[config.mk]
export PLATFORM = sky130hd
export DESIGN_NAME = sdsrc_core
export DESIGN_NICKNAME = d
export VERILOG_FILES = /design/src/rtl/sdsrc_pkg.sv /design/src/rtl/sdsrc_skip_dec.sv /design/src/rtl/sdsrc_core.sv
export SDC_FILE = /design/constraint.sdc
export NUM_CORES = 1
export LEC_CHECK = 0
export BUFFER_PORTS_ARGS = -buffer_cell sky130_fd_sc_hd__buf_2
export CAP_MARGIN = 20
export CORE_MARGIN = 8
export CORE_UTILIZATION = 49
export DETAILED_ROUTE_END_ITERATION = 10
export PLACE_DENSITY = 0.74
export SLEW_MARGIN = 20
export SYNTH_ARGS = -nofsm -noshare
export SYNTH_HDL_FRONTEND = slang
export SYNTH_SLANG_ARGS = --single-unit
[constraint.sdc]
create_clock -name CLK -period 7.6 [get_ports CLK]
set_clock_uncertainty 0.1 [all_clocks]
set_input_delay 0.38 -clock CLK [delete_from_list [all_inputs] [get_ports CLK]]
set_output_delay 0.38 -clock CLK [all_outputs]
set_load 0.02 [all_outputs]
[src/rtl/sdsrc_pkg.sv]
// Constants, register layout and types of the dark-column and skip readout controller
// Function
// - Context select bit high picks context B settings, low picks context A.
// - Context A row skip enable: 0 reads every row, 1 skips; resets to 1.
// - Context A column skip field 00/01/10/11 means skip 2x/4x/8x/16x.
// - Context A row skip field 00/01/10/11 means skip 2x/4x/8x/16x.
// - Dark column count bit 0 reads columns 4-23, 1 reads columns 4-39.
// - During binning the count bit is ignored and all forty dark columns are used.
// - Shown dark columns precede active pixels, then two idle pixel times follow.
// - Showing dark columns raises line valid by the dark column count plus 2 pixels (22 for columns 4-23), blanking shrinks equally.
// - Dark column read enable (reset 1) feeds dark columns to row noise correction.
// - Dark column readout lengthens minimum blanking but keeps row time unchanged.
// - Shown dark rows precede the window, frame valid rises earlier, rate unchanged.
// - Dark start field picks first of eight dark rows, plus internal offset 4.
// - Dark row readout reads count plus one rows each frame; count resets to 7.
// - Extra reset (reset 1) reads and resets two rows above and below the window.
// - Next row reset with short integration resets row n+1 just before row n.
package sdsrc_pkg;

    // ------------------------------------------------------------
    // Register offsets
    // ------------------------------------------------------------
    localparam logic [7:0]  SDSRC_OFS_RDMODE_A = 8'h21;
    localparam logic [7:0]  SDSRC_OFS_SHOW     = 8'h22;
    localparam logic [7:0]  SDSRC_OFS_XRESET   = 8'h24;

    // ------------------------------------------------------------
    // Values after reset
    // ------------------------------------------------------------
    localparam logic [15:0] SDSRC_RST_RDMODE_A = 16'h8490;
    localparam logic [15:0] SDSRC_RST_SHOW     = 16'h0107;
    localparam logic [15:0] SDSRC_RST_XRESET   = 16'h8000;

    // ------------------------------------------------------------
    // Field positions
    // ------------------------------------------------------------
    localparam int SDSRC_B_BINNING    = 15;
    localparam int SDSRC_B_CSKIP_EN   = 7;
    localparam int SDSRC_B_CSKIP_LO   = 5;
    localparam int SDSRC_B_RSKIP_EN   = 4;
    localparam int SDSRC_B_RSKIP_LO   = 2;
    localparam int SDSRC_B_NDCOL      = 10;
    localparam int SDSRC_B_SHOW_DCOL  = 9;
    localparam int SDSRC_B_READ_DCOL  = 8;
    localparam int SDSRC_B_SHOW_DROW  = 7;
    localparam int SDSRC_B_DSTART_LO  = 4;
    localparam int SDSRC_B_DROW_EN    = 3;
    localparam int SDSRC_B_NDROW_LO   = 0;
    localparam int SDSRC_B_XRST_EN    = 15;
    localparam int SDSRC_B_NEXT_RST   = 14;

    // ------------------------------------------------------------
    // Counts in pixel times and rows
    // ------------------------------------------------------------
    localparam logic [11:0] SDSRC_DCOL_FIRST  = 12'h004;
    localparam logic [11:0] SDSRC_DCOL_NARROW = 12'h014;
    localparam logic [11:0] SDSRC_DCOL_WIDE   = 12'h024;
    localparam logic [11:0] SDSRC_DCOL_ALL    = 12'h028;
    localparam logic [11:0] SDSRC_DCOL_GAP    = 12'h002;
    localparam logic [11:0] SDSRC_DROW_OFS    = 12'h004;
    localparam logic [11:0] SDSRC_XRST_ROWS   = 12'h002;

    // ------------------------------------------------------------
    // Types
    // ------------------------------------------------------------
    typedef struct packed {
        logic        wr;
        logic        rd;
        logic [7:0]  addr;
        logic [15:0] wdata;
    } sdsrc_reg_req_t;

    typedef enum logic [2:0] {R_IDLE, R_DARK, R_XTOP, R_WIN, R_XBOT} sdsrc_rphase_t;
    typedef enum logic [1:0] {L_BLANK, L_DARK, L_GAP, L_ACT} sdsrc_lphase_t;

endpackage : sdsrc_pkg

[src/rtl/sdsrc_skip_dec.sv]
// Skip field decoder giving the address step for rows or columns
`timescale 1ns/1ps
module sdsrc_skip_dec (
    input  wire logic       en,
    input  wire logic [1:0] code,
    output logic      [4:0] step
);
    // Disabled reads every address, else 2x, 4x, 8x or 16x
    assign step = en ? (5'h02 << code) : 5'h01;
endmodule : sdsrc_skip_dec

[src/rtl/sdsrc_core.sv]
// Readout sequencer with skip, dark column, dark row and extra reset control
`timescale 1ns/1ps
module sdsrc_core #(
    parameter int WIN_ROWS = 1200,
    parameter int WIN_COLS = 1600,
    parameter int WIN_ROW0 = 16,
    parameter int HBLANK   = 64
) (
    input  wire logic                      CLK,
    input  wire logic                      RST,
    input  wire sdsrc_pkg::sdsrc_reg_req_t REG_REQ,
    output logic                    [15:0] REG_RDATA,
    input  wire logic                      CTX_SEL,
    input  wire logic                      FRAME_START,
    input  wire logic                      INTEG_SHORT,
    output logic                           FRAME_VALID,
    output logic                           LINE_VALID,
    output logic                    [11:0] ROW_ADDR,
    output logic                    [11:0] COL_ADDR,
    output logic                           COL_DARK,
    output logic                           NOISE_CORR_EN,
    output logic                           ROW_RST,
    output logic                    [11:0] ROW_RST_ADDR
);
    // ------------------------------------------------------------
    // Elaboration checks
    // ------------------------------------------------------------
    if (HBLANK < 44 || HBLANK > 4000) begin : g_bad_hblank
        $error("HBLANK must leave room for 40 dark columns, gap and reset");
    end
    if (WIN_ROWS < 1 || WIN_COLS < 1 || WIN_ROW0 < 12 || WIN_ROW0 + WIN_ROWS > 4090) begin : g_bad_win
        $error("Window does not fit the 12-bit address space");
    end

    // ------------------------------------------------------------
    // Registers
    // ------------------------------------------------------------
    logic [15:0]              rdm_ff;
    logic [15:0]              rdm_act_ff;
    logic [15:0]              shw_ff;
    logic [15:0]              xrs_ff;
    logic                     ctx_b_ff;
    sdsrc_pkg::sdsrc_rphase_t rph_ff;
    sdsrc_pkg::sdsrc_lphase_t lph_ff;
    logic [11:0]              lc_ff;
    logic [11:0]              cc_ff;
    logic [11:0]              ri_ff;
    sdsrc_pkg::sdsrc_rphase_t nxt_rph;
    sdsrc_pkg::sdsrc_lphase_t nxt_lph;
    logic [11:0]              nxt_lc;
    logic [11:0]              nxt_cc;
    logic [11:0]              nxt_ri;
    logic                     frame_go;
    logic [15:0]              nxt_rdata;

    // Register write decode
    wire wr_rdm = REG_REQ.wr && (REG_REQ.addr == sdsrc_pkg::SDSRC_OFS_RDMODE_A);
    wire wr_shw = REG_REQ.wr && (REG_REQ.addr == sdsrc_pkg::SDSRC_OFS_SHOW);
    wire wr_xrs = REG_REQ.wr && (REG_REQ.addr == sdsrc_pkg::SDSRC_OFS_XRESET);

    // Read mux, unmapped reads return zero
    assign nxt_rdata = !REG_REQ.rd ? REG_RDATA :
                       (REG_REQ.addr == sdsrc_pkg::SDSRC_OFS_RDMODE_A) ? rdm_ff :
                       (REG_REQ.addr == sdsrc_pkg::SDSRC_OFS_SHOW)     ? shw_ff :
                       (REG_REQ.addr == sdsrc_pkg::SDSRC_OFS_XRESET)   ? xrs_ff : 16'h0000;

    // Host registers; dark and reset fields act at once
    always_ff @(posedge CLK) begin
        if (RST) begin
            rdm_ff    <= sdsrc_pkg::SDSRC_RST_RDMODE_A;
            shw_ff    <= sdsrc_pkg::SDSRC_RST_SHOW;
            xrs_ff    <= sdsrc_pkg::SDSRC_RST_XRESET;
            REG_RDATA <= 16'h0000;
        end else begin
            if (wr_rdm) rdm_ff <= REG_REQ.wdata;
            if (wr_shw) shw_ff <= REG_REQ.wdata;
            if (wr_xrs) xrs_ff <= REG_REQ.wdata;
            REG_RDATA <= nxt_rdata;
        end
    end

    // Skip settings and context latched at frame start
    always_ff @(posedge CLK) begin
        if (RST) begin
            rdm_act_ff <= sdsrc_pkg::SDSRC_RST_RDMODE_A;
            ctx_b_ff   <= 1'b0;
        end else if (frame_go) begin
            rdm_act_ff <= rdm_ff;
            ctx_b_ff   <= CTX_SEL;
        end
    end

    // ------------------------------------------------------------
    // Mode decode
    // ------------------------------------------------------------
    logic [4:0] cstep;
    logic [4:0] rstep;
    wire ctx_a    = !ctx_b_ff;
    wire binning  = ctx_a && rdm_act_ff[sdsrc_pkg::SDSRC_B_BINNING];
    wire cskip_en = ctx_a && rdm_act_ff[sdsrc_pkg::SDSRC_B_CSKIP_EN];
    wire rskip_en = ctx_a && rdm_act_ff[sdsrc_pkg::SDSRC_B_RSKIP_EN];

    sdsrc_skip_dec u_cskip (
        .en   (cskip_en),
        .code (rdm_act_ff[sdsrc_pkg::SDSRC_B_CSKIP_LO +: 2]),
        .step (cstep)
    );
    sdsrc_skip_dec u_rskip (
        .en   (rskip_en),
        .code (rdm_act_ff[sdsrc_pkg::SDSRC_B_RSKIP_LO +: 2]),
        .step (rstep)
    );

    // Dark column selection and line timing
    wire         rd_dark   = shw_ff[sdsrc_pkg::SDSRC_B_READ_DCOL];
    wire         show_cols = rd_dark && shw_ff[sdsrc_pkg::SDSRC_B_SHOW_DCOL];
    wire  [11:0] dark_n    = binning ? sdsrc_pkg::SDSRC_DCOL_ALL :
                             shw_ff[sdsrc_pkg::SDSRC_B_NDCOL] ? sdsrc_pkg::SDSRC_DCOL_WIDE :
                             sdsrc_pkg::SDSRC_DCOL_NARROW;
    wire  [11:0] dark_first = binning ? 12'h000 : sdsrc_pkg::SDSRC_DCOL_FIRST;
    wire  [11:0] pre_len    = rd_dark ? dark_n + sdsrc_pkg::SDSRC_DCOL_GAP : 12'h000;
    wire  [11:0] blank_len  = 12'(HBLANK) - pre_len;

    // Dark rows, extra reset and next row reset
    wire        show_rows = shw_ff[sdsrc_pkg::SDSRC_B_SHOW_DROW];
    wire        drow_en   = show_rows || shw_ff[sdsrc_pkg::SDSRC_B_DROW_EN];
    wire [11:0] dstart    = {9'h000, shw_ff[sdsrc_pkg::SDSRC_B_DSTART_LO +: 3]};
    wire [11:0] dcount    = {9'h000, shw_ff[sdsrc_pkg::SDSRC_B_NDROW_LO +: 3]};
    wire        xrst_en   = xrs_ff[sdsrc_pkg::SDSRC_B_XRST_EN];
    wire        nrr_on    = xrs_ff[sdsrc_pkg::SDSRC_B_NEXT_RST] && INTEG_SHORT && (rph_ff == sdsrc_pkg::R_WIN);

    // Row address per phase
    wire [11:0] row_addr =
        (rph_ff == sdsrc_pkg::R_DARK) ? sdsrc_pkg::SDSRC_DROW_OFS + dstart + ri_ff :
        (rph_ff == sdsrc_pkg::R_XTOP) ? 12'(WIN_ROW0) - sdsrc_pkg::SDSRC_XRST_ROWS + ri_ff :
        (rph_ff == sdsrc_pkg::R_WIN)  ? 12'(WIN_ROW0) + ri_ff :
        (rph_ff == sdsrc_pkg::R_XBOT) ? 12'(WIN_ROW0 + WIN_ROWS) + ri_ff : 12'h000;

    // Line and row ends
    wire [11:0] cc_next  = cc_ff + {7'h00, cstep};
    wire [11:0] ri_next  = ri_ff + {7'h00, rstep};
    wire        line_end = (lph_ff == sdsrc_pkg::L_ACT) && (cc_next >= 12'(WIN_COLS));
    wire        in_blank = (lph_ff == sdsrc_pkg::L_BLANK) && (rph_ff != sdsrc_pkg::R_IDLE) &&
                           (rph_ff != sdsrc_pkg::R_DARK);
    assign frame_go = (rph_ff == sdsrc_pkg::R_IDLE) && FRAME_START;
    wire        out_row  = (rph_ff == sdsrc_pkg::R_WIN) || ((rph_ff == sdsrc_pkg::R_DARK) && show_rows);

    // ------------------------------------------------------------
    // Sequencer next state
    // ------------------------------------------------------------
    always_comb begin
        nxt_rph = rph_ff;
        nxt_lph = lph_ff;
        nxt_lc  = lc_ff + 12'h001;
        nxt_cc  = cc_ff;
        nxt_ri  = ri_ff;
        if (rph_ff == sdsrc_pkg::R_IDLE) begin
            nxt_lc  = 12'h000;
            nxt_lph = sdsrc_pkg::L_BLANK;
            nxt_ri  = 12'h000;
            if (FRAME_START) begin
                nxt_rph = drow_en ? sdsrc_pkg::R_DARK : xrst_en ? sdsrc_pkg::R_XTOP : sdsrc_pkg::R_WIN;
            end
        end else begin
            unique case (lph_ff)
                sdsrc_pkg::L_BLANK: begin
                    if (lc_ff >= blank_len - 12'h001) begin // Survives a shorter blank written mid-line
                        nxt_lc  = 12'h000;
                        nxt_lph = rd_dark ? sdsrc_pkg::L_DARK : sdsrc_pkg::L_ACT;
                        nxt_cc  = rd_dark ? dark_first : 12'h000;
                    end
                end
                sdsrc_pkg::L_DARK: begin
                    nxt_cc = cc_ff + 12'h001;
                    if (lc_ff >= dark_n - 12'h001) begin
                        nxt_lc  = 12'h000;
                        nxt_lph = sdsrc_pkg::L_GAP;
                    end
                end
                sdsrc_pkg::L_GAP: begin
                    if (lc_ff == sdsrc_pkg::SDSRC_DCOL_GAP - 12'h001) begin
                        nxt_lc  = 12'h000;
                        nxt_lph = sdsrc_pkg::L_ACT;
                        nxt_cc  = 12'h000;
                    end
                end
                sdsrc_pkg::L_ACT: begin
                    nxt_cc = cc_next;
                    if (line_end) begin
                        nxt_lc  = 12'h000;
                        nxt_lph = sdsrc_pkg::L_BLANK;
                        nxt_cc  = 12'h000;
                    end
                end
            endcase
            if (line_end) begin
                unique case (rph_ff)
                    sdsrc_pkg::R_DARK: begin
                        nxt_ri = ri_ff + 12'h001;
                        if (ri_ff == dcount) begin
                            nxt_ri  = 12'h000;
                            nxt_rph = xrst_en ? sdsrc_pkg::R_XTOP : sdsrc_pkg::R_WIN;
                        end
                    end
                    sdsrc_pkg::R_XTOP, sdsrc_pkg::R_XBOT: begin
                        nxt_ri = ri_ff + 12'h001;
                        if (ri_ff == sdsrc_pkg::SDSRC_XRST_ROWS - 12'h001) begin
                            nxt_ri  = 12'h000;
                            nxt_rph = (rph_ff == sdsrc_pkg::R_XTOP) ? sdsrc_pkg::R_WIN : sdsrc_pkg::R_IDLE;
                        end
                    end
                    sdsrc_pkg::R_WIN: begin
                        nxt_ri = ri_next;
                        if (ri_next >= 12'(WIN_ROWS)) begin
                            nxt_ri  = 12'h000;
                            nxt_rph = xrst_en ? sdsrc_pkg::R_XBOT : sdsrc_pkg::R_IDLE;
                        end
                    end
                    default: nxt_rph = sdsrc_pkg::R_IDLE;
                endcase
            end
        end
    end

    // Sequencer state
    always_ff @(posedge CLK) begin
        if (RST) begin
            rph_ff <= sdsrc_pkg::R_IDLE;
            lph_ff <= sdsrc_pkg::L_BLANK;
            lc_ff  <= 12'h000;
            cc_ff  <= 12'h000;
            ri_ff  <= 12'h000;
        end else begin
            rph_ff <= nxt_rph;
            lph_ff <= nxt_lph;
            lc_ff  <= nxt_lc;
            cc_ff  <= nxt_cc;
            ri_ff  <= nxt_ri;
        end
    end

    // ------------------------------------------------------------
    // Registered outputs
    // ------------------------------------------------------------
    wire nxt_lv  = out_row && ((lph_ff == sdsrc_pkg::L_ACT) ||
                   (show_cols && ((lph_ff == sdsrc_pkg::L_DARK) || (lph_ff == sdsrc_pkg::L_GAP))));
    wire nxt_rst = in_blank && ((lc_ff == 12'h000) || (nrr_on && (lc_ff == 12'h001)));
    wire [11:0] nxt_rst_addr = (nrr_on && (lc_ff == 12'h000)) ? row_addr + 12'h001 : row_addr;

    always_ff @(posedge CLK) begin
        if (RST) begin
            FRAME_VALID   <= 1'b0;
            LINE_VALID    <= 1'b0;
            ROW_ADDR      <= 12'h000;
            COL_ADDR      <= 12'h000;
            COL_DARK      <= 1'b0;
            NOISE_CORR_EN <= 1'b0;
            ROW_RST       <= 1'b0;
            ROW_RST_ADDR  <= 12'h000;
        end else begin
            FRAME_VALID   <= out_row;
            LINE_VALID    <= nxt_lv;
            ROW_ADDR      <= row_addr;
            COL_ADDR      <= cc_ff;
            COL_DARK      <= (rph_ff != sdsrc_pkg::R_IDLE) && (lph_ff == sdsrc_pkg::L_DARK);
            NOISE_CORR_EN <= rd_dark;
            ROW_RST       <= nxt_rst;
            ROW_RST_ADDR  <= nxt_rst_addr;
        end
    end

    // ------------------------------------------------------------
    // Assertions
    // ------------------------------------------------------------
    property p_ctx_b;
        @(posedge CLK) disable iff (RST) ctx_b_ff |-> (cstep == 5'h01 && rstep == 5'h01);
    endproperty
    a_ctx_b: assert property (p_ctx_b) else $error("Context B used context A skip");
    property p_rskip_off;
        @(posedge CLK) disable iff (RST) (ctx_a && !rdm_act_ff[sdsrc_pkg::SDSRC_B_RSKIP_EN]) |-> rstep == 5'h01;
    endproperty
    a_rskip_off: assert property (p_rskip_off) else $error("Row skip without enable");
    property p_cskip16;
        @(posedge CLK) disable iff (RST)
            (cskip_en && rdm_act_ff[6:5] == 2'b11 && lph_ff == sdsrc_pkg::L_ACT && !line_end) |=> cc_ff == $past(cc_ff) + 12'h010;
    endproperty
    a_cskip16: assert property (p_cskip16) else $error("Column skip 16x step wrong");
    property p_rskip;
        @(posedge CLK) disable iff (RST)
            (rph_ff == sdsrc_pkg::R_WIN && line_end && ri_next < 12'(WIN_ROWS)) |=> ri_ff == $past(ri_ff) + {7'h00, $past(rstep)};
    endproperty
    a_rskip: assert property (p_rskip) else $error("Row skip step wrong");
    property p_dcol20;
        @(posedge CLK) disable iff (RST)
            (rph_ff != sdsrc_pkg::R_IDLE && lph_ff == sdsrc_pkg::L_DARK && !binning && !shw_ff[sdsrc_pkg::SDSRC_B_NDCOL])
            |-> (cc_ff >= 12'h004 && cc_ff <= 12'h017);
    endproperty
    a_dcol20: assert property (p_dcol20) else $error("Dark column outside 4-23");
    property p_gap;
        @(posedge CLK) disable iff (RST)
            (lph_ff == sdsrc_pkg::L_DARK && nxt_lph == sdsrc_pkg::L_GAP) |=> (lph_ff == sdsrc_pkg::L_GAP)[*2] ##1 lph_ff == sdsrc_pkg::L_ACT;
    endproperty
    a_gap: assert property (p_gap) else $error("Idle gap not two pixels");
    property p_early_lv;
        @(posedge CLK) disable iff (RST)
            (rph_ff == sdsrc_pkg::R_WIN && show_cols && lph_ff == sdsrc_pkg::L_BLANK && nxt_lph == sdsrc_pkg::L_DARK)
            |=> ##1 LINE_VALID;
    endproperty
    a_early_lv: assert property (p_early_lv) else $error("Line valid not raised at dark columns");
    property p_drow_start;
        @(posedge CLK) disable iff (RST)
            (rph_ff == sdsrc_pkg::R_DARK && ri_ff == 12'h000) |=> ROW_ADDR == $past(dstart) + 12'h004;
    endproperty
    a_drow_start: assert property (p_drow_start) else $error("Dark row offset wrong");
    property p_noxrst;
        @(posedge CLK) disable iff (RST) (frame_go && !drow_en && !xrst_en) |=> rph_ff == sdsrc_pkg::R_WIN;
    endproperty
    a_noxrst: assert property (p_noxrst) else $error("Extra rows read while disabled");
    property p_nrr;
        @(posedge CLK) disable iff (RST)
            (in_blank && nrr_on && lc_ff == 12'h000) |=> (ROW_RST && ROW_RST_ADDR == $past(row_addr) + 12'h001)
            ##1 (ROW_RST && ROW_RST_ADDR == $past(row_addr, 2));
    endproperty
    a_nrr: assert property (p_nrr) else $error("Next row reset order wrong");
    property p_sync;
        @(posedge CLK) disable iff (RST) (rph_ff != sdsrc_pkg::R_IDLE) |=> $stable(rdm_act_ff);
    endproperty
    a_sync: assert property (p_sync) else $error("Skip settings changed mid frame");
    c_dark_rows: cover property (@(posedge CLK) disable iff (RST) rph_ff == sdsrc_pkg::R_DARK && show_rows);
    c_show_cols: cover property (@(posedge CLK) disable iff (RST) LINE_VALID && COL_DARK);
    c_xbot:      cover property (@(posedge CLK) disable iff (RST) rph_ff == sdsrc_pkg::R_XBOT);

endmodule : sdsrc_core

==> Implementation_results.wiki, run 1 <==
{| class="wikitable"
! Metric !! Value
|-
| Yosys top cell area share || about 35%
|-
| Starting DRT DRC Count || about 900
|-
| Number of flops mapped to enable cells by yosys || 0
|-
| Final total power || 2072 µW
|-
| Slew of the pin with the lowest slew margin || between 1000 and 1500 ps
|-
| Initial cell density of the core || 49.79%
|-
| Filler cells || 1638
|-
| Placed cell count || approximately 1.4k
|-
| CTS tree || built
|-
| Worst Path Buf+Inv || 1
|-
| Met2 routed wirelength || 10850 µm
|-
| Met3 WL post-DR || 1757 µm
|-
| IO Pins || 88
|-
| Summed instance area of the synthesized netlist || just under 9000 µm²
|-
| Area growth syn-to-layout || 12.54%
|-
| Area of the die || around 23000 µm²
|-
| Hold violation count in the final report || 0
|-
| Count of instances resized after the clock tree is built || 0
|-
| Number of vias in the routed layout || 8291
|-
| Quantity of I/O buffers inserted on ports || 87
|-
| Setup slack of the worst register-to-register path || roughly 3500 ps
|-
| Most frequent standard cell in the layout excluding fill and tap cells || sky130_fd_sc_hd__dfxtp_1
|-
| Number of sinks driven by the clock tree || 154
|-
| Count of buffers added by post-CTS timing repair for setup || 0
|-
| Worst Reg2Reg Path Length in Cells || 12
|-
| Worst setup SP type || flop
|-
| Diode insertion count for antenna repair || 0
|-
| Number of cell rows || between 40 and 50
|-
| Number of detailed-routing iterations run before antenna repair || 6
|-
| Number of global-route vias before repair || 7991
|-
| Portion of total power attributed to the clock network || 41.6%
|-
| Mapped Cells || roughly 1.1k
|-
| Area of all sequential standard cells || slightly above 3000 µm²
|-
| CP delay by family, top || simple AND/OR/NAND/NOR gates
|-
| Switching share of total power || between 30% and 40%
|-
| Overflow left after global routing || 0
|-
| Net load switching power || between 600 and 700 µW
|-
| Critical path data arrival time || 4370 ps
|-
| Ys async rst share || 0%
|-
| CTS Root Buffer Type || sky130_fd_sc_hd__clkbuf_16
|-
| Final clock period utilization by the worst path || 54.51%
|-
| Final wirelength || roughly 24000 µm
|-
| Initial antenna violation count || 2
|-
| Number of cells on the worst hold path || 3
|-
| Total number of nets in the final design || 1231
|-
| CP peak stage delay || 720 ps
|-
| Number of synthesized register bits || 154
|-
| Global-route usage over all layers || 21.45%
|-
| Die span in y || approximately 150 µm
|-
| Worst Path Required || 7830 ps
|-
| Number of pins with negative max-slew slack in the final report || 0
|-
| Total of warnings raised by yosys || 0
|-
| Final setup fails || 0
|-
| Reg-to-reg critical path endpoint || lc_ff[3]$_SDFF_PP0_
|-
| Clock tree buffer depth || 2
|-
| Worst reg2reg path startpoint || ctx_b_ff$_SDFFE_PP0P_
|-
| Clk_lat worst skew || about 440 ps
|-
| Total power divided by cell area || 206.6 nW/µm²
|-
| Worst ir drop on vdd || roughly 190 µV
|-
| Highest attainable clock frequency || 241.4 MHz
|-
| Top library cells by usage in the layout, fill and taps aside || 154 x sky130_fd_sc_hd__dfxtp_1, 153 x sky130_fd_sc_hd__nand2_1, 93 x sky130_fd_sc_hd__nor2_1
|-
| Combinational cell fraction of total power || 16.1%
|-
| Type of the worst min-delay path || in2reg
|-
| Total of hold buffers inserted after clock tree synthesis || 0
|-
| Met1 wire length || 10930 µm
|-
| Sequential share of power || 42.4%
|-
| Static leakage power || slightly below 0.004 µW
|-
| Outcome || complete, no violations
|-
| Non-filler instance count after layout || roughly 1.4k
|-
| Hold Path Sink || rdm_ff[7]$_SDFFE_PP1P_
|-
| Avg Cell Area, Syn || between 8 and 9 µm²
|-
| Fraction of final layout cells with drive strength greater than 1 || around an eighth
|-
| Post-route cell area || 10030 µm²
|-
| Placed wire-length estimate || 16820 µm
|-
| Main flop type after synthesis || sky130_fd_sc_hd__dfxtp_1
|-
| Crit Path Class || reg2reg
|-
| Cell internal pwr || approximately 1400 µW
|-
| Kind of end point of the critical path || flop
|-
| Top cells by area in the synthesized netlist || sky130_fd_sc_hd__dfxtp_1 35%, sky130_fd_sc_hd__ha_1 6.6%, sky130_fd_sc_hd__nand2_1 6.4%
|-
| Number of maximum-capacitance constraint violations || 0
|-
| Post-DR vias/cell || 5.956
|-
| Sum of negative setup slack || 0 ps
|-
| Synth cell types || 87
|-
| Core box area || roughly 18000 µm²
|-
| Largest fanout on the critical path || 12
|-
| Area after detailed placement || 9413 µm²
|-
| Wire length per cell after detailed routing || 17.19 µm
|-
| First-pass GRT wire length || 40000 µm
|-
| Cell at the slowest stage of the critical path || sky130_fd_sc_hd__nor2_1
|-
| Slew headroom || 23.79%
|-
| Area of the multi-input gates || roughly 5400 µm²
|-
| ANT nets after route || 0
|-
| Crit-path cells || nand2b_1 > or3_1 > inv_1 > ha_1 > a211oi_1 > o31ai_4 > nor3b_2 > a2111oi_4 > a21oi_1 > nor2_1 > nor4_4 > nor4_1
|-
| Routability cong. || 0.9209
|-
| Min Clock Period, post-route || just over 4000 ps
|-
| Number of buffers created by CTS || 17
|-
| Largest net degree at the start of global routing || a little under 80
|-
| DRC errors left || 0
|-
| RSZ-0062 raised after global routing || false
|-
| Share of the yosys chip area belonging to registers || between 30% and 40%
|-
| Top routing layer in use || met5
|-
| Chip width || approximately 150 µm
|-
| Startpoint of the most critical hold path || REG_REQ[7]
|-
| H-tree depth || 4
|-
| Largest area contributor in the synthesized netlist || sky130_fd_sc_hd__dfxtp_1
|-
| Clock Pin Slew Worst Setup and Hold Paths || 70 ps
|}
worst reg2reg max path, stage by stage, from the launching register on:
cell and delay (ps):
sky130_fd_sc_hd__dfxtp_1 340, sky130_fd_sc_hd__nand2b_1 200, sky130_fd_sc_hd__or3_1 380, sky130_fd_sc_hd__inv_1 80
sky130_fd_sc_hd__ha_1 240, sky130_fd_sc_hd__a211oi_1 390, sky130_fd_sc_hd__o31ai_4 140, sky130_fd_sc_hd__nor3b_2 210
sky130_fd_sc_hd__a2111oi_4 430, sky130_fd_sc_hd__a21oi_1 230, sky130_fd_sc_hd__nor2_1 720, sky130_fd_sc_hd__nor4_4 220
sky130_fd_sc_hd__nor4_1 350
state kept, by name, indices dropped and copies added, names as in the netlist, 2 cells and up:
| signal | count |
|---|---|
| lc_ff | 12 |
| cc_ff | 12 |
| xrs_ff | 16 |
| rdm_ff | 16 |
| ROW_RST_ADDR | 12 |
| rdm_act_ff | 7 |
| lph_ff | 2 |
| shw_ff | 16 |
| ROW_ADDR | 12 |
| COL_ADDR | 12 |
| rph_ff | 3 |
| REG_RDATA | 16 |
| ri_ff | 12 |
through the flow:
stage	utilization (%)	worst slack, ps	hold slack (ps)
2_1_floorplan	-	4081	327.2
3_3_place_gp	52.58	3573	336.7
3_5_place_dp	52.58	3414	340.9
4_1_cts	55.98	3358	82.54
5_1_grt	56.03	3211	92.55
6_report	56.03	3457	90.99
worst max-delay path by stage:
stage	startpoint	endpoint	slack, ps	depth (start not counted)
after floorplan	rdm_act_ff[4]$_SDFFE_PP1P_	ri_ff[5]$_SDFFE_PP0P_	4080	12
after global placement	ctx_b_ff$_SDFFE_PP0P_	lc_ff[1]$_SDFF_PP0_	3570	11
after detailed placement	ctx_b_ff$_SDFFE_PP0P_	lc_ff[6]$_SDFF_PP0_	3410	11
after CTS	ctx_b_ff$_SDFFE_PP0P_	lc_ff[3]$_SDFF_PP0_	3360	11
after global routing	ctx_b_ff$_SDFFE_PP0P_	lc_ff[6]$_SDFF_PP0_	3210	12
final	ctx_b_ff$_SDFFE_PP0P_	lc_ff[3]$_SDFF_PP0_	3460	12
cells by family after synthesis:
family | synth area share [%]
other cells | 0.04207
xor+xnor | 4.520
fa+ha+maj | 7.271
compound gates | 22.25
simple gates | 25.08
flops | 34.59
mux | 1.193
buf+inv | 5.053
cell usage after synthesis, types with 7 or more instances:
master                      count
sky130_fd_sc_hd__nor3_1        21
sky130_fd_sc_hd__mux2i_1        8
sky130_fd_sc_hd__nor2_1        93
sky130_fd_sc_hd__a211o_1        8
sky130_fd_sc_hd__ha_1          47
sky130_fd_sc_hd__inv_1         43
sky130_fd_sc_hd__or4_1          9
sky130_fd_sc_hd__a311oi_1      14
sky130_fd_sc_hd__clkbuf_1      48
sky130_fd_sc_hd__a31oi_1       20
sky130_fd_sc_hd__nand2b_1      13
sky130_fd_sc_hd__nand3b_1      11
sky130_fd_sc_hd__xnor2_1       29
sky130_fd_sc_hd__a21oi_1       72
sky130_fd_sc_hd__nor4_1        19
sky130_fd_sc_hd__o21a_1        10
sky130_fd_sc_hd__a2bb2oi_1      8
sky130_fd_sc_hd__nand3_1       29
sky130_fd_sc_hd__and2_1         8
sky130_fd_sc_hd__or3_1         13
sky130_fd_sc_hd__nor2b_1       24
sky130_fd_sc_hd__a21o_1        12
sky130_fd_sc_hd__nand2_1      153
sky130_fd_sc_hd__dfxtp_1      154
sky130_fd_sc_hd__o21ai_0       43
sky130_fd_sc_hd__buf_2         14
sky130_fd_sc_hd__a22oi_1       18
sky130_fd_sc_hd__a211oi_1      14
sky130_fd_sc_hd__xor2_1        17
sky130_fd_sc_hd__nand4_1       10
sky130_fd_sc_hd__and3_1         9
sky130_fd_sc_hd__o211ai_1       7
power by group through the flow:
stage,Clock (µW),Combinational [µW],Sequential (µW)
2_1_floorplan,0,232,894
4_1_cts,869,331,877
6_report,861,333,878
3_5_place_dp,0,329,895
5_1_grt,904,367,883
3_3_place_gp,0,325,895
cell type report:
class,instances,area share (%)
clock buffer,18,4.378
sequential,154,30.73
timing repair buffer,94,4.890
tap,229,2.856
multi-input combinational,840,53.84
clock inverter,14,1.696
inverter,43,1.609
routing by layer:
layer	up-vias	GRT usage, %
met2	301	34.17
li1	4057	-
met5	-	0
met3	35	3.944
met4	4	7.125
met1	3894	28.68
Note: power is estimated with default switching activity, not from simulation.
==> run 2, diff against run 1 <==
--- a/config.mk
+++ b/config.mk
@@ -10,7 +10,7 @@
 export CORE_MARGIN = 8
 export CORE_UTILIZATION = 49
 export DETAILED_ROUTE_END_ITERATION = 10
-export PLACE_DENSITY = 0.74
+export PLACE_DENSITY = 0.77
 export SLEW_MARGIN = 20
 export SYNTH_ARGS = -nofsm -noshare
 export SYNTH_HDL_FRONTEND = slang
==> constraint.sdc (replaced) <==
create_clock -name CLK -period 3.4 [get_ports CLK]
set_clock_uncertainty 0.1 [all_clocks]
set_input_delay 0.17 -clock CLK [delete_from_list [all_inputs] [get_ports CLK]]
set_output_delay 0.17 -clock CLK [all_outputs]
set_load 0.02 [all_outputs]
==> Implementation_results.wiki, run 2 (synthesized netlist as in run 1, its figures left out) <==
{| class="wikitable"
! Metric !! Value
|-
| Outcome || complete, no violations
|-
| Number of pins with negative max-slew slack in the final report || 0 (unchanged)
|-
| Crit Path Class || reg2reg
|-
| Total number of nets in the final design || 1303 (+5.8%)
|-
| H-tree depth || 4 (unchanged)
|-
| CTS tree || built
|-
| CTS Root Buffer Type || sky130_fd_sc_hd__clkbuf_16
|-
| Placed wire-length estimate || 17790 µm (+5.7%)
|-
| Post-DR vias/cell || 6.069 (+1.9%)
|-
| Clk_lat worst skew || 450 ps (about the same)
|-
| Highest attainable clock frequency || 297.4 MHz (+23%)
|-
| First-pass GRT wire length || 41920 µm (+4.8%)
|-
| IO Pins || 88 (unchanged)
|-
| Number of global-route vias before repair || 8467 (+6.0%)
|-
| Number of vias in the routed layout || 8891 (+7.2%)
|-
| Number of buffers created by CTS || 17 (unchanged)
|-
| Min Clock Period, post-route || 3362 ps (-780.1 ps)
|-
| Total power divided by cell area || 452.8 nW/µm² (+120%)
|-
| Non-filler instance count after layout || 1465 (+5.2%)
|-
| Sum of negative setup slack || 0 ps (unchanged)
|-
| Number of sinks driven by the clock tree || 154 (unchanged)
|-
| Kind of end point of the critical path || flop
|-
| Number of detailed-routing iterations run before antenna repair || 5 (-1)
|-
| Overflow left after global routing || 0 (unchanged)
|-
| Worst Path Required || 3640 ps (-4190 ps)
|-
| Number of maximum-capacitance constraint violations || 0 (unchanged)
|-
| Largest net degree at the start of global routing || 69 (-12%)
|-
| Clock tree buffer depth || 2 (unchanged)
|-
| Static leakage power || 0.004339 µW (+11%)
|-
| Hold violation count in the final report || 0 (unchanged)
|-
| Placed cell count || 1408 (+3.5%)
|-
| Area growth syn-to-layout || 21.80%
|-
| Largest fanout on the critical path || 5 (-7)
|-
| Routability cong. || 0.9565 (+3.9%)
|-
| Starting DRT DRC Count || 902 (+0.89%)
|-
| Area of the die || 22760 µm² (unchanged)
|-
| Clock Pin Slew Worst Setup and Hold Paths || 70 ps (about the same)
|-
| Die span in y || 150.9 µm (unchanged)
|-
| Initial antenna violation count || 1 (-1)
|-
| Number of cell rows || 49 (unchanged)
|-
| Worst setup SP type || flop
|-
| Worst ir drop on vdd || 469.9 µV (+150%)
|-
| Filler cells || 1511 (-7.8%)
|-
| Slew headroom || 43.58% (+20 points)
|-
| Final clock period utilization by the worst path || 98.89% (+44 points)
|-
| Wire length per cell after detailed routing || 17.85 µm (+3.9%)
|-
| Chip width || 150.9 µm (unchanged)
|-
| RSZ-0062 raised after global routing || true
|-
| Global-route usage over all layers || 22.52% (+1.1 points)
|-
| Initial cell density of the core || 49.79% (unchanged)
|-
| Slew of the pin with the lowest slew margin || 825.0 ps (-289.3 ps)
|-
| Final total power || 4916 µW (+140%)
|-
| Type of the worst min-delay path || in2reg
|-
| Quantity of I/O buffers inserted on ports || 87 (unchanged)
|-
| Core box area || 17900 µm² (unchanged)
|-
| Fraction of final layout cells with drive strength greater than 1 || 19.76% (+6.4 points)
|-
| ANT nets after route || 0 (unchanged)
|-
| Critical path data arrival time || 3600 ps (-770 ps)
|-
| Final wirelength || 26150 µm (+9.3%)
|-
| DRC errors left || 0 (unchanged)
|-
| Final setup fails || 0 (unchanged)
|-
| Top library cells by usage in the layout, fill and taps aside || 152 x sky130_fd_sc_hd__dfxtp_1, 152 x sky130_fd_sc_hd__nand2_1, 92 x sky130_fd_sc_hd__nor2_1
|-
| Worst hold slack || 5.437 ps (-85.55 ps)
|}
==> run 2: cell types whose count changed in the layout (fill, tap and decap cells not counted), sizes merged <==
cell         change
buf             +52
dlygate4sd3     +19
inv              +4
clkinv           -3
bufinv           +2
clkinvlp         -2
clkbuf           -1
diode            +1
o21ba            +1
==> run 2: power by group <==
part	switching (µW)	internal, µW
Combinational	529	386
Clock	926	1140
Sequential	62.4	1870
Total	1520	3400
==> run 2: through the flow <==
stage / cell area [µm²] / utilization [%] / setup slack (ps)
after floorplan: 8931 / - / 11.55
after CTS: 10690 / 59.69 / 3.813
final: 10860 / 60.64 / 37.61
after global routing: 10860 / 60.64 / -51.92
after detailed placement: 9791 / 54.69 / -88.96
after global placement: 9791 / 54.69 / -27.18
==> run 2: worst paths after layout <==
kind | start | endpoint | slack [ps] | cells after the start
hold reg to reg | xrs_ff[2]$_SDFFE_PP0P_ | xrs_ff[2]$_SDFFE_PP0P_ | 360 | 2
setup reg to reg | ctx_b_ff$_SDFFE_PP0P_ | lph_ff[0]$_SDFFE_PP0P_ | 40 | 12
setup / recovery | ctx_b_ff$_SDFFE_PP0P_ | lph_ff[0]$_SDFFE_PP0P_ | 40 | 12
hold / removal | FRAME_START | rdm_act_ff[4]$_SDFFE_PP1P_ | 5 | 3
==> run 2: repair_timing <==
action,in CTS,in global routing
hold endpoints to repair,54,0
setup endpoints to repair,19,41
setup buffers,2,2
pin swaps,2,13
hold buffers,19,0
gates cloned,0,1
resized for setup,16,36
==> run 2: routing by layer <==
| layer | wire (µm) | GRT usage (%) |
|---|---|---|
| met1 | 11140 | 29.09 |
| met2 | 12070 | 35.60 |
| met3 | 2225 | 5.109 |
| met4 | 708 | 9.253 |
| met5 | 0 | 0 |
==> run 2: worst max-delay path, stage by stage (launching register included) <==
cell	delay [ps]
sky130_fd_sc_hd__dfxtp_2	350
sky130_fd_sc_hd__nand2b_4	160
sky130_fd_sc_hd__or3_4	340
sky130_fd_sc_hd__fa_2	380
sky130_fd_sc_hd__nand2b_4	160
sky130_fd_sc_hd__a21o_1	220
sky130_fd_sc_hd__a31o_2	270
sky130_fd_sc_hd__a2111oi_4	380
sky130_fd_sc_hd__a21oi_2	130
sky130_fd_sc_hd__buf_4	180
sky130_fd_sc_hd__o211ai_1	350
sky130_fd_sc_hd__nand2_1	110
sky130_fd_sc_hd__o311a_1	130
==> run 2: layout make-up <==
cell class | count | area [µm²] | share of cell area (%)
clock inverters | 15 | 211.5 | 1.948
clock buffers | 17 | 425.4 | 3.918
well taps | 229 | 286.5 | 2.639
flip-flops and latches | 154 | 3085 | 28.42
diodes | 1 | 2.502 | 0.02305
inverters | 43 | 161.4 | 1.487
repair buffers | 165 | 1095 | 10.08
multi-input cells | 841 | 5589 | 51.48
==> run 3, diff against run 2 <==
--- a/config.mk
+++ b/config.mk
@@ -10,6 +10,7 @@
 export CORE_MARGIN = 8
 export CORE_UTILIZATION = 49
 export DETAILED_ROUTE_END_ITERATION = 10
+export HOLD_SLACK_MARGIN = 0.03
 export PLACE_DENSITY = 0.77
 export SLEW_MARGIN = 20
 export SYNTH_ARGS = -nofsm -noshare
==> Implementation_results.wiki, run 3 (synthesized netlist as in run 1, its figures left out) <==
{| class="wikitable"
! Metric !! Value
|-
| Number of sinks driven by the clock tree || 154 (unchanged)
|-
| CTS Root Buffer Type || sky130_fd_sc_hd__clkbuf_16
|-
| Cell at the slowest stage of the critical path || sky130_fd_sc_hd__fa_2
|-
| CTS tree || built
|-
| Crit-path cells || nand2b_4 > or3_4 > fa_2 > nand2b_4 > a21o_1 > a31o_2 > a2111oi_4 > a21oi_2 > buf_4 > o211ai_1 > nand2_1 > o311a_1
|-
| Min Clock Period, post-route || 3388 ps (+25.20 ps)
|-
| Total power divided by cell area || 451.9 nW/µm² (-0.19%)
|-
| Outcome || complete, no violations
|-
| Post-DR vias/cell || 6.049 (-0.33%)
|-
| Clock tree buffer depth || 2 (unchanged)
|-
| Die span in y || 150.9 µm (unchanged)
|-
| Number of maximum-capacitance constraint violations || 0 (unchanged)
|-
| Number of cell rows || 49 (unchanged)
|-
| DRC errors left || 0 (unchanged)
|-
| Static leakage power || 0.004343 µW (about the same)
|-
| Setup slack of the worst register-to-register path || 10 ps (-30 ps)
|-
| Initial antenna violation count || 0 (-1)
|-
| Top library cells by usage in the layout, fill and taps aside || 152 x sky130_fd_sc_hd__dfxtp_1, 152 x sky130_fd_sc_hd__nand2_1, 92 x sky130_fd_sc_hd__nor2_1
|-
| Area of the die || 22760 µm² (unchanged)
|-
| Routability cong. || 0.9565 (unchanged)
|-
| Area growth syn-to-layout || 21.88% (about the same)
|-
| Kind of end point of the critical path || flop
|-
| Type of the worst min-delay path || in2reg
|-
| Global-route usage over all layers || 22.52% (about the same)
|-
| Crit Path Class || reg2reg
|-
| Worst ir drop on vdd || 468.5 µV (-0.30%)
|-
| Quantity of I/O buffers inserted on ports || 87 (unchanged)
|-
| Number of global-route vias before repair || 8473 (+0.071%)
|-
| Sequential share of power || 39.4% (about the same)
|-
| Hold violation count in the final report || 0 (unchanged)
|-
| Placed cell count || 1408 (unchanged)
|-
| Fraction of final layout cells with drive strength greater than 1 || 19.74% (about the same)
|-
| Clock Pin Slew Worst Setup and Hold Paths || 80 ps (about the same)
|-
| CP peak stage delay || 380 ps (about the same)
|-
| Worst setup SP type || flop
|-
| Wire length per cell after detailed routing || 17.81 µm (-0.22%)
|-
| Final setup fails || 0 (unchanged)
|-
| Highest attainable clock frequency || 295.2 MHz (-0.74%)
|-
| Final wirelength || 26090 µm (-0.22%)
|-
| Worst Path Required || 3640 ps (about the same)
|-
| Portion of total power attributed to the clock network || 42.0% (about the same)
|-
| Critical path data arrival time || 3620 ps (+20 ps)
|-
| Diode insertion count for antenna repair || 0 (-1)
|-
| Total number of nets in the final design || 1304 (+0.077%)
|-
| Most numerous cell on the critical path || sky130_fd_sc_hd__nand2b_4
|-
| Number of buffers created by CTS || 17 (unchanged)
|-
| Initial cell density of the core || 49.79% (unchanged)
|-
| CP delay by family, top || compound AO/OA/AOI/OAI gates
|-
| Non-filler instance count after layout || 1465 (unchanged)
|-
| First-pass GRT wire length || 41950 µm (about the same)
|-
| Number of pins with negative max-slew slack in the final report || 0 (unchanged)
|-
| Final clock period utilization by the worst path || 99.64% (+0.74 points)
|-
| Worst Path Buf+Inv || 1 (unchanged)
|-
| Starting DRT DRC Count || 887 (-1.7%)
|-
| Largest fanout on the critical path || 5 (unchanged)
|-
| ANT nets after route || 0 (unchanged)
|-
| Worst slack after detailed placement || -88.96 ps (unchanged)
|-
| Net load switching power || 1511 µW (-0.42%)
|-
| Largest net degree at the start of global routing || 69 (unchanged)
|-
| Slew headroom || 42.68% (-0.89 points)
|-
| H-tree depth || 4 (unchanged)
|-
| Slew of the pin with the lowest slew margin || 838.1 ps (+13.06 ps)
|-
| Core box area || 17900 µm² (unchanged)
|-
| Fin worst setup slack || 12.41 ps (-25.20 ps)
|-
| Cell internal pwr || 3399 µW (about the same)
|-
| Overflow left after global routing || 0 (unchanged)
|-
| Combinational cell fraction of total power || 18.6% (about the same)
|-
| Fin util || 60.69% (about the same)
|-
| Switching share of total power || 30.77% (-0.092 points)
|-
| Placed wire-length estimate || 17790 µm (unchanged)
|-
| Number of detailed-routing iterations run before antenna repair || 5 (unchanged)
|-
| IO Pins || 88 (unchanged)
|-
| Number of vias in the routed layout || 8862 (-0.33%)
|-
| Chip width || 150.9 µm (unchanged)
|-
| RSZ-0062 raised after global routing || true
|-
| Clk_lat worst skew || 450 ps (about the same)
|}
run 3: cell count changes in the layout (fill, tap and decap cells not counted), sizes merged:
cell	before	now
diode	1	0
dlygate4sd3	19	20
run 3: worst register-to-register path, stage by stage, from the launching register on:
cell and delay [ps]:
sky130_fd_sc_hd__dfxtp_2 350, sky130_fd_sc_hd__nand2b_4 160, sky130_fd_sc_hd__or3_4 340, sky130_fd_sc_hd__fa_2 380, sky130_fd_sc_hd__nand2b_4 160, sky130_fd_sc_hd__a21o_1 220
sky130_fd_sc_hd__a31o_2 270, sky130_fd_sc_hd__a2111oi_4 380, sky130_fd_sc_hd__a21oi_2 120, sky130_fd_sc_hd__buf_4 180, sky130_fd_sc_hd__o211ai_1 380, sky130_fd_sc_hd__nand2_1 110
sky130_fd_sc_hd__o311a_1 130
run 3: routing by layer:
layer,global-route usage (%),wire [µm],vias up,share of wire (%)
met5,0,0,-,0
met4,9.154,823,0,3.2
met3,5.109,2177,76,8.3
met2,35.65,12030,431,46
met1,29.11,11060,4149,42
li1,-,-,4206,-
run 3: per-stage QoR:
stage	setup TNS, ps	area [µm²]	total power (µW)	hold WS, ps
after CTS	0	10700	4870	112.2
after global placement	-27.18	9791	2778	315.2
after global routing	-213.2	10860	5095	170.4
after floorplan	0	8931	2517	191.0
after detailed placement	-252.0	9791	2793	323.5
final	0	10860	4910	120.0
run 3: timing repair:
action,CTS,global route
pin swaps,2,13
setup endpoints to repair,19,41
endpoints found under the hold margin,67,0
setup buffers,2,2
gates resized for setup,16,36
gates cloned,0,1
hold buffers,20,0
run 3: final timing paths:
| check | start | endpoint | cells past startpoint |
|---|---|---|---|
| min reg2reg | xrs_ff[2]$_SDFFE_PP0P_ | xrs_ff[2]$_SDFFE_PP0P_ | 2 |
| max reg2reg | ctx_b_ff$_SDFFE_PP0P_ | lph_ff[0]$_SDFFE_PP0P_ | 12 |
| max | ctx_b_ff$_SDFFE_PP0P_ | lph_ff[0]$_SDFFE_PP0P_ | 12 |
| min | REG_REQ[25] | shw_ff[12]$_SDFFE_PP0P_ | 4 |
run 3: layout make-up:
class                           instances  area [µm²]
Clock buffer                           17       425.4
Clock inverter                         15       211.5
Fill cell                            1509        7038
Inverter                               43       161.4
Multi-Input combinational cell        841        5589
Sequential cell                       154        3085
Tap cell                              229       286.5
Timing Repair Buffer                  166        1105
run 3: power groups by stage:
stage	clock (µW)	combinational (µW)	sequential, µW
floorplan	0	519	2000
global placement	0	812	1970
detailed placement	0	825	1970
CTS	2080	866	1930
global route	2160	995	1940
finish	2060	912	1930
